## src/hdl/rst_irq_pkg.sv

```systemverilog
// Operation
// - Trap, watchdog, clock faults reset for up to 24 clocks, pin driven low.
// - Fault reset logic is not cleared at power-up; one spurious pulse may follow.
// - On reset release execution starts at the vector held at FFFE/FFFF.
// - Reset clears master enable, keeps core state, and enables the watchdog.
// - Fetch from special area, buffer area or trap-selected RAM raises a trap.
// - Trap resets while trap action select is 1; at 0 it latches an interrupt.
// - Watchdog expiry resets while its select is 1; at 0 it latches an interrupt.
// - Clearing the running oscillator enable raises a clock reset.
// - Eighteen sources, four non-maskable, served by fifteen vectors.
// - A request sets its pending latch, which then asks the core for acceptance.
// - Maskable needs master and source enable; external 0 also needs its gate.
// - Non-maskable share priority 2 at FFFC, FFFA (latch 2), FFF8 (latch 3).
// - Latches 4 to 15 take priorities 5 to 16, vectors FFF6 down to FFE0.
// - Simultaneous requests are taken in fixed priority, reset FFFE first.
// - Levels 15 and 16 are each shared by two sources chosen by a select bit.
// - Accepting an interrupt clears its pending latch at once.
// - Acceptance stacks master enable and clears it; return restores it.
// - Level 15 select 0 picks external 4, 1 picks serial transmit.
package rst_irq_pkg;

    // One fast clock period is one ref_clk period
    localparam int unsigned FAST_PER_CLK       = 1;
    localparam int unsigned MALF_FAST_MAX      = 24;
    localparam int unsigned MALF_RESET_CYCLES  = MALF_FAST_MAX / FAST_PER_CLK;
    localparam int unsigned EXT_FAST_MIN       = 12;
    localparam int unsigned EXT_RESET_CYCLES   =
        (EXT_FAST_MIN + FAST_PER_CLK - 1) / FAST_PER_CLK;

    // Vectors and latch positions
    localparam logic [15:0] RESET_VECTOR   = 16'hFFFE;
    localparam int unsigned LEVELS         = 16;
    localparam int unsigned SOFT_LEVEL     = 1;
    localparam int unsigned TRAP_LATCH     = 2;
    localparam int unsigned WDT_LATCH      = 3;
    localparam int unsigned FIRST_MASKABLE = 4;
    localparam int unsigned EXT0_LATCH     = 4;
    localparam int unsigned SHARED15_LATCH = 14;
    localparam int unsigned SHARED16_LATCH = 15;

    // Trap address windows (defaults, sized to the memory map)
    localparam logic [15:0] SFA_FIRST = 16'h0000;
    localparam logic [15:0] SFA_LAST  = 16'h003F;
    localparam logic [15:0] RAM_FIRST = 16'h0040;
    localparam logic [15:0] RAM_LAST  = 16'h083F;
    localparam logic [15:0] BUF_FIRST = 16'h0F80;
    localparam logic [15:0] BUF_LAST  = 16'h0FFF;

    // Values after reset
    localparam logic TRAP_ACTION_RST = 1'b1;
    localparam logic WDT_ACTION_RST  = 1'b1;
    localparam logic TRAP_AREA_RST   = 1'b1;
    localparam logic WDT_ENABLE_RST  = 1'b1;
    localparam logic MIE_RST         = 1'b0;

endpackage

```

## src/hdl/irq_priority_pick.sv

```systemverilog
`timescale 1ns/100ps
`default_nettype none
module irq_priority_pick (
    input  wire logic [15:1] pending,
    input  wire logic [15:4] sourceIrqEnable,
    input  wire logic        masterIrqEnable,
    input  wire logic        ext0IrqGate,
    output var  logic        winValid,
    output var  logic [3:0]  winIndex,
    output var  logic [15:0] winVector
);
    logic [15:1] eligible;

    // Per-level acceptance condition
    for (genvar i = 1; i < 16; i++) begin : g_elig
        if (i < rst_irq_pkg::FIRST_MASKABLE) begin : g_nmi
            assign eligible[i] = pending[i];
        end else if (i == rst_irq_pkg::EXT0_LATCH) begin : g_ext0
            assign eligible[i] = pending[i] & masterIrqEnable
                                 & sourceIrqEnable[i] & ext0IrqGate;
        end else begin : g_mask
            assign eligible[i] = pending[i] & masterIrqEnable
                                 & sourceIrqEnable[i];
        end
    end

    // Lowest index is highest priority; non-maskables tie, lowest just wins
    always_comb begin
        winIndex = 4'h0;
        for (int i = 15; i >= 1; i--) begin
            if (eligible[i]) begin
                winIndex = 4'(i);
            end
        end
        winValid = |eligible;
        // Vector steps down two bytes per level from the reset vector
        winVector = rst_irq_pkg::RESET_VECTOR
                    - {11'h000, winIndex, 1'b0};
    end
endmodule
`default_nettype wire

```

## src/hdl/malfunction_reset_stretch.sv

```systemverilog
`timescale 1ns/100ps
`default_nettype none
module malfunction_reset_stretch #(
    parameter int unsigned CYCLES = rst_irq_pkg::MALF_RESET_CYCLES
) (
    input  wire logic clk,
    input  wire logic rstAsync_b,
    input  wire logic trigger,
    output var  logic active
);
    localparam int unsigned CW = $clog2(CYCLES + 1);
    localparam logic [CW-1:0] LOAD = CW'(CYCLES);

    logic [CW-1:0] count_q;
    logic [CW-1:0] count_d;

    // Reload on every fault so the pulse never runs past CYCLES after the last
    always_comb begin
        if (trigger) begin
            count_d = LOAD;
        end else if (count_q != '0) begin
            count_d = count_q - CW'(1);
        end else begin
            count_d = '0;
        end
    end

    // Power-up loads a full count: one spurious pulse is possible by design
    always_ff @(posedge clk or negedge rstAsync_b) begin
        if (!rstAsync_b) begin
            count_q <= LOAD;
        end else begin
            count_q <= count_d;
        end
    end

    assign active = (count_q != '0);
endmodule
`default_nettype wire

```

## src/hdl/reset_and_interrupt_control.sv

```systemverilog
`timescale 1ns/100ps
`default_nettype none
module reset_and_interrupt_control #(
    parameter logic [15:0] SFA_FIRST = rst_irq_pkg::SFA_FIRST,
    parameter logic [15:0] SFA_LAST  = rst_irq_pkg::SFA_LAST,
    parameter logic [15:0] RAM_FIRST = rst_irq_pkg::RAM_FIRST,
    parameter logic [15:0] RAM_LAST  = rst_irq_pkg::RAM_LAST,
    parameter logic [15:0] BUF_FIRST = rst_irq_pkg::BUF_FIRST,
    parameter logic [15:0] BUF_LAST  = rst_irq_pkg::BUF_LAST
) (
    input  wire logic        ref_clk,
    input  wire logic        rst_b,
    input  wire logic        resetPinIn,
    output var  logic        resetPinOut,
    output var  logic        resetPinOe_b,
    output var  logic        coreReset,
    input  wire logic        fetchValid,
    input  wire logic [15:0] fetchAddr,
    input  wire logic        wdtCtrlWrite,
    input  wire logic        wdtCtrlTrapArea,
    input  wire logic        wdtCtrlTrapAction,
    input  wire logic        wdtCtrlWdtAction,
    input  wire logic        wdtCtrlWdtEnable,
    output var  logic        watchdogEnable,
    input  wire logic        watchdogExpire,
    input  wire logic        fastOscOn,
    input  wire logic        slowOscOn,
    input  wire logic        clockSelect,
    input  wire logic        softwareIrq,
    input  wire logic        undefinedOpIrq,
    input  wire logic [13:4] sourceIrq,
    input  wire logic        ext4Irq,
    input  wire logic        serialTxIrq,
    input  wire logic        ext5Irq,
    input  wire logic        converterDoneIrq,
    input  wire logic        level15SourceSelect,
    input  wire logic        level16SourceSelect,
    input  wire logic [15:4] sourceIrqEnable,
    input  wire logic        ext0IrqGate,
    input  wire logic        latchClearStrobe,
    input  wire logic [15:2] latchClearMask,
    output var  logic [15:1] irqPendingLatch,
    input  wire logic        eiStrobe,
    input  wire logic        diStrobe,
    input  wire logic        retiStrobe,
    input  wire logic        retiMasterEnable,
    output var  logic        masterIrqEnable,
    output var  logic        irqRequest,
    input  wire logic        irqAccept,
    output var  logic [15:0] vectorAddr,
    output var  logic        vectorValid,
    input  wire logic        vectorFetch,
    output var  logic        stackedMasterEnable
);
    // Reset release and pin synchronisers
    logic rstMeta_q;
    logic rstN;
    logic pinMeta_q;
    logic pinSync_q;

    always_ff @(posedge ref_clk or negedge rst_b) begin
        if (!rst_b) begin
            rstMeta_q <= 1'b0;
            rstN      <= 1'b0;
            pinMeta_q <= 1'b1;
            pinSync_q <= 1'b1;
        end else begin
            rstMeta_q <= 1'b1;
            rstN      <= rstMeta_q;
            pinMeta_q <= resetPinIn;
            pinSync_q <= pinMeta_q;
        end
    end

    // External reset qualifier: a glitch shorter than the minimum is ignored
    localparam int unsigned EW = $clog2(rst_irq_pkg::EXT_RESET_CYCLES + 1);
    localparam logic [EW-1:0] EXT_MAX = EW'(rst_irq_pkg::EXT_RESET_CYCLES);
    logic [EW-1:0] extCnt_q;
    logic [EW-1:0] extCnt_d;
    logic          extReset;

    always_comb begin
        if (pinSync_q || !resetPinOe_b) begin
            extCnt_d = '0;
        end else if (extCnt_q != EXT_MAX) begin
            extCnt_d = extCnt_q + EW'(1);
        end else begin
            extCnt_d = extCnt_q;
        end
    end

    always_ff @(posedge ref_clk or negedge rstN) begin
        if (!rstN) begin
            extCnt_q <= '0;
        end else begin
            extCnt_q <= extCnt_d;
        end
    end

    assign extReset = (extCnt_q == EXT_MAX);

    // Malfunction detection
    logic trapArea_q;
    logic trapAction_q;
    logic wdtAction_q;
    logic wdtEnable_q;
    logic fastPrev_q;
    logic slowPrev_q;
    logic selPrev_q;
    logic trapHit;
    logic clockFault;
    logic malfTrigger;
    logic stretchActive;
    logic sysReset;

    always_comb begin
        trapHit = fetchValid
            && ((fetchAddr >= SFA_FIRST && fetchAddr <= SFA_LAST)
             || (fetchAddr >= BUF_FIRST && fetchAddr <= BUF_LAST)
             || (trapArea_q && fetchAddr >= RAM_FIRST
                 && fetchAddr <= RAM_LAST));
        // Only a falling enable counts; oscillators are never stopped here
        clockFault = (fastPrev_q && !fastOscOn && slowPrev_q && !slowOscOn)
            || (fastPrev_q && !fastOscOn && !selPrev_q)
            || (slowPrev_q && !slowOscOn && selPrev_q);
        malfTrigger = (trapHit && trapAction_q)
            || (watchdogExpire && wdtAction_q)
            || clockFault;
    end

    malfunction_reset_stretch #(
        .CYCLES     (rst_irq_pkg::MALF_RESET_CYCLES)
    ) u_stretch (
        .clk        (ref_clk),
        .rstAsync_b (rstN),
        .trigger    (malfTrigger),
        .active     (stretchActive)
    );

    // Own pin drive is kept out of the qualifier, so faults stay 24 long
    assign sysReset     = extReset || stretchActive;
    assign coreReset    = sysReset;
    assign resetPinOut  = 1'b0;
    assign resetPinOe_b = !stretchActive;

    // Watchdog control selects, back to reset values on any reset
    logic trapArea_d;
    logic trapAction_d;
    logic wdtAction_d;
    logic wdtEnable_d;

    always_comb begin
        trapArea_d   = trapArea_q;
        trapAction_d = trapAction_q;
        wdtAction_d  = wdtAction_q;
        wdtEnable_d  = wdtEnable_q;
        if (sysReset) begin
            trapArea_d   = rst_irq_pkg::TRAP_AREA_RST;
            trapAction_d = rst_irq_pkg::TRAP_ACTION_RST;
            wdtAction_d  = rst_irq_pkg::WDT_ACTION_RST;
            wdtEnable_d  = rst_irq_pkg::WDT_ENABLE_RST;
        end else if (wdtCtrlWrite) begin
            trapArea_d   = wdtCtrlTrapArea;
            trapAction_d = wdtCtrlTrapAction;
            wdtAction_d  = wdtCtrlWdtAction;
            wdtEnable_d  = wdtCtrlWdtEnable;
        end
    end

    always_ff @(posedge ref_clk or negedge rstN) begin
        if (!rstN) begin
            trapArea_q   <= rst_irq_pkg::TRAP_AREA_RST;
            trapAction_q <= rst_irq_pkg::TRAP_ACTION_RST;
            wdtAction_q  <= rst_irq_pkg::WDT_ACTION_RST;
            wdtEnable_q  <= rst_irq_pkg::WDT_ENABLE_RST;
            fastPrev_q   <= 1'b1;
            slowPrev_q   <= 1'b0;
            selPrev_q    <= 1'b0;
        end else begin
            trapArea_q   <= trapArea_d;
            trapAction_q <= trapAction_d;
            wdtAction_q  <= wdtAction_d;
            wdtEnable_q  <= wdtEnable_d;
            fastPrev_q   <= fastOscOn;
            slowPrev_q   <= slowOscOn;
            selPrev_q    <= clockSelect;
        end
    end

    assign watchdogEnable = wdtEnable_q;

    // Interrupt latches, master enable and vector hand-off
    logic [15:1] latch_q;
    logic [15:1] latch_d;
    logic [15:1] setReq;
    logic        mie_q;
    logic        mie_d;
    logic        stacked_q;
    logic        stacked_d;
    logic [15:0] vector_q;
    logic [15:0] vector_d;
    logic        hold_q;
    logic        hold_d;
    logic        winValid_q;
    logic [3:0]  winIndex_q;
    logic        sysResetPrev_q;
    logic        winValid;
    logic [3:0]  winIndex;
    logic [15:0] winVector;
    logic        accepted;

    irq_priority_pick u_pick (
        .pending         (latch_q),
        .sourceIrqEnable (sourceIrqEnable),
        .masterIrqEnable (mie_q),
        .ext0IrqGate     (ext0IrqGate),
        .winValid        (winValid),
        .winIndex        (winIndex),
        .winVector       (winVector)
    );

    assign irqRequest = winValid_q && !hold_q && !sysReset;
    assign accepted   = irqRequest && irqAccept;

    // Set beats the strobe and accept clears in the same cycle; only reset drops a request
    always_comb begin
        setReq = '0;
        setReq[rst_irq_pkg::SOFT_LEVEL] = softwareIrq || undefinedOpIrq;
        setReq[rst_irq_pkg::TRAP_LATCH] = trapHit && !trapAction_q;
        setReq[rst_irq_pkg::WDT_LATCH]  = watchdogExpire && !wdtAction_q;
        setReq[13:4] = sourceIrq;
        // Unselected shared source is not held at all
        setReq[rst_irq_pkg::SHARED15_LATCH] =
            level15SourceSelect ? serialTxIrq : ext4Irq;
        setReq[rst_irq_pkg::SHARED16_LATCH] =
            level16SourceSelect ? converterDoneIrq : ext5Irq;
        latch_d = latch_q;
        if (latchClearStrobe) begin
            latch_d[15:2] = latch_q[15:2] & ~latchClearMask;
        end
        if (accepted) begin
            latch_d[winIndex_q] = 1'b0;
        end
        latch_d = latch_d | setReq;
        if (sysReset) begin
            latch_d = '0;
        end
    end

    // Master enable, stacking and vector register
    always_comb begin
        mie_d     = mie_q;
        stacked_d = stacked_q;
        vector_d  = vector_q;
        hold_d    = hold_q;
        if (diStrobe) begin
            mie_d = 1'b0;
        end else if (eiStrobe) begin
            mie_d = 1'b1;
        end else if (retiStrobe) begin
            mie_d = retiMasterEnable;
        end
        if (vectorFetch) begin
            hold_d = 1'b0;
        end
        // Freeze on accept: the shown vector belongs to the latch cleared unless the accept comes the cycle after a fetch
        if (!hold_q && !accepted) begin
            vector_d = winVector;
        end
        if (accepted) begin
            stacked_d = mie_q;
            mie_d     = 1'b0;
            hold_d    = 1'b1;
        end
        if (sysReset) begin
            mie_d  = rst_irq_pkg::MIE_RST;
            hold_d = 1'b0;
        end else if (sysResetPrev_q) begin
            vector_d = rst_irq_pkg::RESET_VECTOR;
            hold_d   = 1'b1;
        end
    end

    always_ff @(posedge ref_clk or negedge rstN) begin
        if (!rstN) begin
            latch_q        <= '0;
            mie_q          <= rst_irq_pkg::MIE_RST;
            stacked_q      <= 1'b0;
            vector_q       <= rst_irq_pkg::RESET_VECTOR;
            hold_q         <= 1'b0;
            winValid_q     <= 1'b0;
            winIndex_q     <= 4'h0;
            sysResetPrev_q <= 1'b1;
        end else begin
            latch_q        <= latch_d;
            mie_q          <= mie_d;
            stacked_q      <= stacked_d;
            vector_q       <= vector_d;
            hold_q         <= hold_d;
            winValid_q     <= winValid;
            winIndex_q     <= winIndex;
            sysResetPrev_q <= sysReset;
        end
    end

    assign irqPendingLatch     = latch_q;
    assign masterIrqEnable     = mie_q;
    assign stackedMasterEnable = stacked_q;
    assign vectorAddr          = vector_q;
    assign vectorValid         = hold_q;
endmodule
`default_nettype wire

```

## config.mk

```make
export PLATFORM = sky130hd
export DESIGN_NAME = reset_and_interrupt_control
export DESIGN_NICKNAME = d
export VERILOG_FILES = /design/src/hdl/rst_irq_pkg.sv /design/src/hdl/irq_priority_pick.sv /design/src/hdl/malfunction_reset_stretch.sv /design/src/hdl/reset_and_interrupt_control.sv
export SDC_FILE = /design/constraint.sdc
export NUM_CORES = 1
export LEC_CHECK = 0
export BUFFER_PORTS_ARGS = -buffer_cell sky130_fd_sc_hd__buf_2
export CAP_MARGIN = 20
export CORE_ASPECT_RATIO = 1.25
export CORE_UTILIZATION = 43
export CTS_CLUSTER_DIAMETER = 100
export DETAILED_ROUTE_END_ITERATION = 7
export GPL_TIMING_DRIVEN = 0
export PLACE_DENSITY = 0.76
export SYNTH_ARGS = -nofsm -noshare
export SYNTH_HDL_FRONTEND = slang
export SYNTH_SLANG_ARGS = --single-unit
```

## constraint.sdc

```tcl
create_clock -name ref_clk -period 1.6 [get_ports ref_clk]
set_input_delay 0.08 -clock ref_clk [delete_from_list [all_inputs] [get_ports ref_clk]]
set_output_delay 0.08 -clock ref_clk [all_outputs]
set_load 0.05 [all_outputs]
```

# After elaboration in Yosys (flattened, before gate mapping)
# Cells that the tools add are included.
# totals
n_memories	0
ramBits	0
mem_bits_ro	0
in_bits	81
reg_bits	60
latchBits	0
elab_cells	154
output_inout_bits	39
# op_classes
n_div	0
shifts	0
muxes	46
addsub	3
bitwise_logic	30
n_mul	0
magnitude_cmp	8
n_eq_ne	2
reduce_logical	44
# op_table
operator	n
4-bit 2-to-1 mux	17
16-bit 2-to-1 mux	3
16-bit by 12-bit <= comparator with 1-bit output, second input constant	2
15-bit 2-to-1 mux	2
1-bit bitwise AND	25
1-bit logical AND	20
1-bit 2-to-1 mux	20
16-bit by 1-bit greater-or-equal comparator with 1-bit output, second input constant	1
16-bit by 12-bit greater-or-equal comparator with 1-bit output, second input constant	1
16-bit by 7-bit greater-or-equal comparator with 1-bit output, second input constant	1
16-bit by 6-bit <= comparator with 1-bit output, second input constant	1
15-bit bitwise AND	1
15-bit inverter	1
15-bit OR	1
15-bit OR reduction	1
14-bit bitwise AND	1
14-bit 2-to-1 mux	1
14-bit inverter	1
5-bit 2-to-1 mux	2
5-bit nonzero test	2
1-bit logical NOT	9
1-bit logical OR	9
2-bit by 6-bit subtractor with 7-bit output, first input constant	1
4-bit by 5-bit less-than comparator with 1-bit output, second input constant	1
other kinds (8)	9

# Longest topological paths before layout
# Gate-level depths: netlist (run 1).
# depth
depth_word	21
mapped_depth	9
ltp_nobuf	8

# By module
# Synthesis (run 1) repeated with hierarchy kept, for this count alone.
# hier_totals
cells_unflattened	317
hier_area_um2	3057.9
# modules_own_cells
mod	instances	area_per_inst_um2	cells_each
reset_and_interrupt_control	1	2436.1	237
irq_priority_pick	1	392.9	59
malfunction_reset_stretch	1	229.0	21

# Worst setup path after synthesis (run 1)
# No wires, ideal clock.
# synth_timing
path_kind	register -> output
start	register u_stretch.count_q[0]
end	output irqRequest
slack_ns	-1.523
path_stages_with_launch	9
path_buffers	2
arrival_ns	3.043
required_time_ns	1.520
path_cell_list	dfrtp_1 -> inv_1 -> ha_1 -> nor4b_4 -> and2_1 -> buf_4 -> inv_1 -> buf_2 -> nor3b_1
# synth_between
elab_chain_cells	4
# synth_rtl
element	line	text
from (decl)	malfunction_reset_stretch.sv:14	logic [CW-1:0] count_q;
from (signal assigned)	malfunction_reset_stretch.sv:33	count_q <= count_d;
5-bit nonzero test	malfunction_reset_stretch.sv:37	assign active = (count_q != '0);
1-bit logical OR	reset_and_interrupt_control.sv:141	assign sysReset = extReset || stretchActive;
1-bit logical NOT	reset_and_interrupt_control.sv:222	assign irqRequest = winValid_q && !hold_q && !sysReset;
1-bit logical AND	reset_and_interrupt_control.sv:222	
to (decl)	reset_and_interrupt_control.sv:48	output var logic irqRequest,
# No other way between the ends.

# Worst setup path in the final report (run 1)
# Ends and elaborated chain as after synthesis.

==> results of run 1 <==
## report_power, final
group / total [mW] / internal [mW] / switching (mW)
combinational: 0.349 / 0.185 / 0.164
sequential: 1.60 / 1.56 / 0.0386
clock: 1.37 / 0.727 / 0.641
## final timing paths
path                       cells after the start                            from  slack (ns)                            end
setup / recovery                               8  u_stretch.count_q[0]$_DFF_PN0_       -0.41                     irqRequest
hold / removal                                 3                         ext5Irq        0.02  irqPendingLatch[15]$_DFF_PN0_
setup reg to reg                              10  u_stretch.count_q[0]$_DFF_PN0_       -0.32        vectorAddr[6]$_DFF_PN1_
hold reg to reg                                0                  rstN$_DFF_PN0_        0.20  irqPendingLatch[15]$_DFF_PN0_
max in group asynchronous                      1                  rstN$_DFF_PN0_        0.78        vectorAddr[8]$_DFF_PN1_
min in group asynchronous                      2                           rst_b        0.08            rstMeta_q$_DFF_PN0_
## through the flow
stage | power [mW] | setup WS (ns)
final | 3.31 | -0.405
after CTS | 3.32 | -0.445
after global routing | 3.44 | -0.470
after floorplan | 1.74 | -0.788
after global placement | 1.87 | -0.475
after detailed placement | 1.89 | -0.509
## state kept, by name, summed over array words and instances, names as in the netlist
register             cells
rstN                     1
sysResetPrev_q           1
slowPrev_q               1
extCnt_q                 4
trapAction_q             1
selPrev_q                1
masterIrqEnable          1
fastPrev_q               1
rstMeta_q                1
irqPendingLatch         15
trapArea_q               1
pinSync_q                1
winIndex_q               4
stackedMasterEnable      1
wdtAction_q              1
pinMeta_q                1
watchdogEnable           1
winValid_q               1
vectorAddr              16
u_stretch.count_q        5
vectorValid              1
## worst register-to-register path: stages, from the launching register on
cell,delay [ns]
dfrtp_1,0.40
inv_2,0.08
ha_4,0.13
nor4b_4,0.22
and2_4,0.23
buf_8,0.11
buf_12,0.10
a31oi_4,0.08
a21oi_2,0.13
buf_4,0.14
or2b_1,0.22
## cells in the mapped netlist, types with 4 or more instances
library cell	n	share of area [%]
dfrtp_1	35	32
nor3b_1	4	1.1
a211oi_1	9	2.4
o21ai_0	4	0.72
nor2_1	22	3.0
o211ai_1	7	1.9
mux2i_1	6	2.2
nand2b_1	10	2.3
a22oi_1	7	1.9
or2b_1	7	1.9
nand3_1	9	1.6
nor3_1	8	1.4
dfstp_2	25	24
nand2_1	36	4.9
a21oi_1	23	4.1
buf_4	4	1.1
inv_1	15	2.0
## what timing repair did
action                                 in CTS  in global routing
endpoints found under the hold margin      15                  0
resized for setup                          34                 31
gates cloned                                2                  0
buffers inserted                           14                 17
setup endpoints to repair                  37                 43
hold buffers                               12                  0
pin swaps                                  11                 18
## area by class of cell
| type | instances | area [um2] |
|---|---|---|
| well taps | 85 | 106 |
| repair buffers | 156 | 1040 |
| flip-flops and latches | 60 | 1540 |
| clock buffers | 9 | 124 |
| plain buffers | 7 | 60.1 |
| multi-input cells | 190 | 1340 |
| clock inverters | 7 | 75.1 |
| fillers | 449 | 1870 |
| inverters | 15 | 58.8 |
## kinds of logic (layout without fill, tap and decap cells)
kind of cell	Yosys count	in the layout	synth area share, %
simple gates	109	109	20.0
compound gates	67	67	16.4
flops	60	60	55.2
buf+inv	23	194	3.70
mux	6	6	2.16
fa+ha+maj	3	3	1.35
xor+xnor	3	3	0.947
other cells	2	2	0.271
## per-layer routing
layer  GRT usage (%)  share of wire (%)  routed length (um)
met5               0                  0                   0
met3            4.73                4.6                 378
met2            41.2                 54                4400
met1            26.7                 40                3260
met4            8.81                1.7                 143
==> results.sh, run 1 <==
export IMPL_syn_num_nets=357
export IMPL_grt_antenna_before_repair=0
export IMPL_max_stage_delay_ns=0.40
export IMPL_yosysUniqueCellTypes=45
export IMPL_finalNetCount=523
export IMPL_root_buffer="clkbuf_8"
export IMPL_drv_cap=0
export IMPL_hold_class="in -> reg"
export IMPL_grt_pass1_vias=2587
export IMPL_yosysWarnings=0
export IMPL_diodes=0
export IMPL_grt_max_degree=41
export IMPL_io_pins=120
export IMPL_path_class="reg -> out"
export IMPL_die_area_um2=6780
export IMPL_synth_seq_cells=60
export IMPL_avgViaCountPerCell=5.20
export IMPL_htreeDepth=3
export IMPL_crit_arrival_ns=1.93
export IMPL_worst_slew_pin_transition_ns=0.547
export IMPL_rsz0062_at_grt="true"
export IMPL_dp_hpwl_um=5220
export IMPL_cp_end_kind="output port"
export IMPL_synth_enable_flop_cells=0
export IMPL_firstDrtPassIters=4
export IMPL_syn_area_um2=2780
export IMPL_final_common_cell="buf_2"
export IMPL_p_leak_nw=2.00
export IMPL_ys_seq_area_share_pct=55.2
export IMPL_synthCells=273
export IMPL_fin_tns_setup_ns=-9.07
export IMPL_clkSlewWorstSetupHoldPaths_ns=0.07
export IMPL_synthArstFlopShare_pct=100
export IMPL_layout_min_cycle_time_ns=2.01
export IMPL_ir_worst_vdd_v=0.000775
export IMPL_die_h_um=91.8
export IMPL_status="finished with violations"
export IMPL_holdWs_ns=0.0156
export IMPL_final_util_pct=69.9
export IMPL_coreArea_um2=6210
export IMPL_layout_common_cells="108 x buf_2, 36 x nand2_1, 33 x dfrtp_1"
export IMPL_final_cells=529
export IMPL_die_x_um=73.9
export IMPL_port_buffers=111
export IMPL_cts_sinks=60
export IMPL_wire_per_inst_um=15.5
export IMPL_drv_slew=0
export IMPL_final_layout_size_suffix_gt1_share_pct=51.6
export IMPL_grt_pass1_wl_um=11700
export IMPL_initial_core_util_pct=44.7
export IMPL_routed_wl_um=8190
export IMPL_finClkSkew_ns=0.00986
export IMPL_violations="negative setup slack"
export IMPL_p_per_area_nw_per_um2=764
export IMPL_grt_overflow_total=0
export IMPL_drc=0
export IMPL_crit_slowest_cell="dfrtp_1"
export IMPL_place_inst=470
export IMPL_crit_chain="inv_2 -> ha_4 -> nor4b_4 -> and2_4 -> inv_4 -> buf_8 -> nor3b_4 -> buf_6"
export IMPL_path_buf_inv=4
export IMPL_grt_usage_pct=23.2
export IMPL_cts_buffers_inserted=9
export IMPL_cts_tree="yes"
export IMPL_max_freq_ghz=0.499
export IMPL_syn2layout_area_growth_pct=56.4
export IMPL_fin_ws_ns=-0.405
export IMPL_num_vias=2750
export IMPL_hold_viol=0
export IMPL_num_rows=32
export IMPL_place_congestion=0.783
export IMPL_setup_viol=41
export IMPL_synth_avg_cell_area_um2=10.2
export IMPL_synthFlopType="dfrtp_1"
export IMPL_slew_headroom_pct=63.6
export IMPL_post_route_period_util_pct=125
export IMPL_clk_latency_ns=0.34
export IMPL_ant_nets=0
export IMPL_cp_top_family="simple AND/OR/NAND/NOR gates"
export IMPL_cts_max_path_buffers=2
export IMPL_required_ns=1.52
export IMPL_final_area_um2=4340
export IMPL_drt_iter0_drc=113
export IMPL_cp_start_kind="register"
export IMPL_dpl_cell_area_um2=3510
export IMPL_worstPathMaxFanout=3
Note: power is estimated with default switching activity, not from simulation.
==> run 2: changes to the inputs <==
- ABC_AREA: unset -> 1
- PLACE_DENSITY: 0.76 -> 0.77
==> run 2 against run 1 <==
Effect of this change:
- the flow still finishes with violations (negative setup slack)
- first-iteration DRC count up 33%
- total power down 8.0%
- global-route usage down 0.43 points
- core utilization down 3.4 points
- sequential power about the same
- largest cell class unchanged
- highest routed layer unchanged
==> results.sh, run 2 <==
export IMPL_status="finished with violations"
export IMPL_violations="negative setup slack"
export IMPL_worstSetupEndpoint="irqPendingLatch[13]$_DFF_PN0_"
export IMPL_avgViaCountPerCell=4.96
export IMPL_yosysTopAreaCell="dfrtp_1"
export IMPL_p_per_area_nw_per_um2=738
export IMPL_worstPathMaxFanout=7
export IMPL_die_x_um=74.1
export IMPL_ir_worst_vdd_v=0.000535
export IMPL_drt_iter0_drc=150
export IMPL_synth_top_area_share_pct=31.3
export IMPL_routed_wl_um=7510
export IMPL_grt_antenna_before_repair=0
export IMPL_p_leak_nw=2.08
export IMPL_cp_start_kind="register"
export IMPL_place_inst=520
export IMPL_final_cells=571
export IMPL_final_layout_size_suffix_gt1_share_pct=43.2
export IMPL_yosysWarnings=0
export IMPL_cts_buffers_inserted=9
export IMPL_grt_max_degree=34
export IMPL_cts_sinks=60
export IMPL_crit_path_start="u_stretch.count_q[2]$_DFF_PN0_"
export IMPL_layout_min_cycle_time_ns=1.75
export IMPL_synthArstFlopShare_pct=100
export IMPL_fill_cells=515
export IMPL_worst_slew_pin_transition_ns=0.570
export IMPL_cts_max_path_buffers=2
export IMPL_finClkSkew_ns=0.00912
export IMPL_coreArea_um2=6210
export IMPL_place_congestion=0.845
export IMPL_drv_cap=0
export IMPL_cp_end_kind="register"
export IMPL_fin_tns_setup_ns=-2.28
export IMPL_ant_nets=0
export IMPL_reg2reg_from="u_stretch.count_q[2]$_DFF_PN0_"
export IMPL_largest_reg_flops=16
export IMPL_port_buffers=112
export IMPL_yosys_top_cells_area="dfrtp_1 31%, dfstp_2 24%, nand2_1 8.3%"
export IMPL_ys_seq_area_share_pct=54.8
export IMPL_syn_area_um2=2800
export IMPL_cts_tree="yes"
export IMPL_die_area_um2=6830
export IMPL_path_class="reg -> reg"
export IMPL_timing_rr_end="irqPendingLatch[13]$_DFF_PN0_"
export IMPL_syn_num_nets=406
export IMPL_yosys_cell_count_top_type="nand2_1"
export IMPL_synth_avg_cell_area_um2=8.68
export IMPL_fin_ws_ns=-0.147
export IMPL_root_buffer="clkbuf_8"
export IMPL_drv_slew=0
export IMPL_synthFlopType="dfrtp_1"
export IMPL_holdWs_ns=0.00358
export IMPL_grt_overflow_total=0
export IMPL_finalNetCount=565
export IMPL_final_util_pct=66.6
export IMPL_post_route_period_util_pct=109
export IMPL_dp_hpwl_um=5140
export IMPL_num_vias=2830
export IMPL_grt_pass1_vias=2668
export IMPL_firstDrtPassIters=5
export IMPL_hold_class="in -> reg"
export IMPL_synth_enable_flop_cells=0
export IMPL_setup_viol=30
export IMPL_drc=0
export IMPL_dp_slack_ns=-0.194
export IMPL_clk_latency_ns=0.33
export IMPL_htreeDepth=3
export IMPL_syn2layout_area_growth_pct=47.8
export IMPL_final_common_cell="buf_2"
export IMPL_rrSetupSlack_ns=-0.15
export IMPL_grt_usage_pct=22.8
export IMPL_layout_common_cells="110 x buf_2, 60 x nand2_1, 47 x nor2_1"
export IMPL_dpl_cell_area_um2=3520
export IMPL_slew_headroom_pct=62.0
export IMPL_final_area_um2=4130
export IMPL_grt_pass1_wl_um=11700
export IMPL_r2r_cells=10
export IMPL_synthCells=322
export IMPL_fin_total_pwr_mw=3.05
export IMPL_required_ns=1.82
export IMPL_max_freq_ghz=0.572
export IMPL_io_pins=120
export IMPL_yosysUniqueCellTypes=32
export IMPL_initial_core_util_pct=45.0
export IMPL_crit_arrival_ns=1.97
export IMPL_clkSlewWorstSetupHoldPaths_ns=0.07
export IMPL_synth_seq_cells=60
export IMPL_diodes=0
export IMPL_die_h_um=92.1
export IMPL_wire_per_inst_um=13.2
export IMPL_synth_commonest_cells="62 x nand2_1, 48 x nor2_1, 35 x dfrtp_1, 35 x inv_1, 25 x dfstp_2"
export IMPL_rsz0062_at_grt="true"
export IMPL_num_rows=32
export IMPL_hold_viol=0
==> run 2: cell count changes in the layout (fill, tap and decap cells not counted), sizes merged, moves of 6 or more <==
cell	change
nand2	+30
nor2	+30
inv	+19
nand3	+16
buf	-14
o21ai	+13
nand2b	-10
a211oi	-9
a31oi	+8
or2b	-7
a22oi	-6
dlygate4sd3	+6
==> run 2: cell families after synthesis <==
| kind of cell | count (synthesis) | share of synthesized area [%] |
|---|---|---|
| compound gates | 56 | 11.5 |
| xor+xnor | 3 | 0.940 |
| fa+ha+maj | 3 | 1.34 |
| buf+inv | 43 | 6.36 |
| flops | 60 | 54.8 |
| mux | 2 | 0.716 |
| other cells | 2 | 0.269 |
| simple gates | 153 | 24.1 |
==> run 2: timing repair <==
action                                 in CTS  in global routing
endpoints found under the hold margin      20                  1
pin swaps                                  10                  9
setup endpoints to repair                  37                 41
buffers inserted                           10                  6
hold buffers                               17                  1
gates cloned                                1                  0
gates resized for setup                    15                 26
==> run 2: how the worst min path moves through the flow <==
stage                    start                           end  slack (ns)  cells after the start
6_report       wdtCtrlTrapArea        trapArea_q$_DFFE_PN1P_       0.004                      3
3_3_place_gp             rst_b           rstMeta_q$_DFF_PN0_       -0.12                      1
5_1_grt         watchdogExpire  irqPendingLatch[3]$_DFF_PN0_       0.008                      3
2_1_floorplan            rst_b           rstMeta_q$_DFF_PN0_       -0.22                      0
4_1_cts        wdtCtrlTrapArea        trapArea_q$_DFFE_PN1P_       0.002                      3
3_5_place_dp             rst_b           rstMeta_q$_DFF_PN0_       -0.11                      1
==> run 2: worst max-delay path: stages (launching register included) <==
cell,delay [ns]
dfrtp_1,0.42
nor2_1,0.19
nand2_4,0.08
nor2_4,0.12
nand2_4,0.09
nor2_4,0.13
nand2_4,0.13
inv_8,0.11
nand4_1,0.11
a31oi_1,0.19
nor2_1,0.06
==> run 2: final cells by class <==
type | count | area [um2] | share of cell area (%)
repair buffers | 147 | 907 | 22.0
clock inverters | 5 | 27.5 | 0.666
clock buffers | 11 | 141 | 3.42
well taps | 85 | 106 | 2.57
inverters | 36 | 145 | 3.51
flip-flops and latches | 60 | 1540 | 37.2
multi-input cells | 220 | 1210 | 29.3
plain buffers | 7 | 57.6 | 1.39
==> run 2: routing by layer <==
layer	vias up	track usage, %	wire, um
li1	1369	-	-
met1	1329	27.3	2940
met2	115	38.9	3970
met3	17	3.52	425
met4	0	10.7	170
met5	-	0	0
==> run 2: power by group <==
group | switching, mW | total [mW] | internal (mW) | leakage [nW]
logic | 0.136 | 0.296 | 0.160 | 1.25
registers | 0.0284 | 1.58 | 1.55 | 0.738
clock network | 0.579 | 1.17 | 0.593 | 0.0889
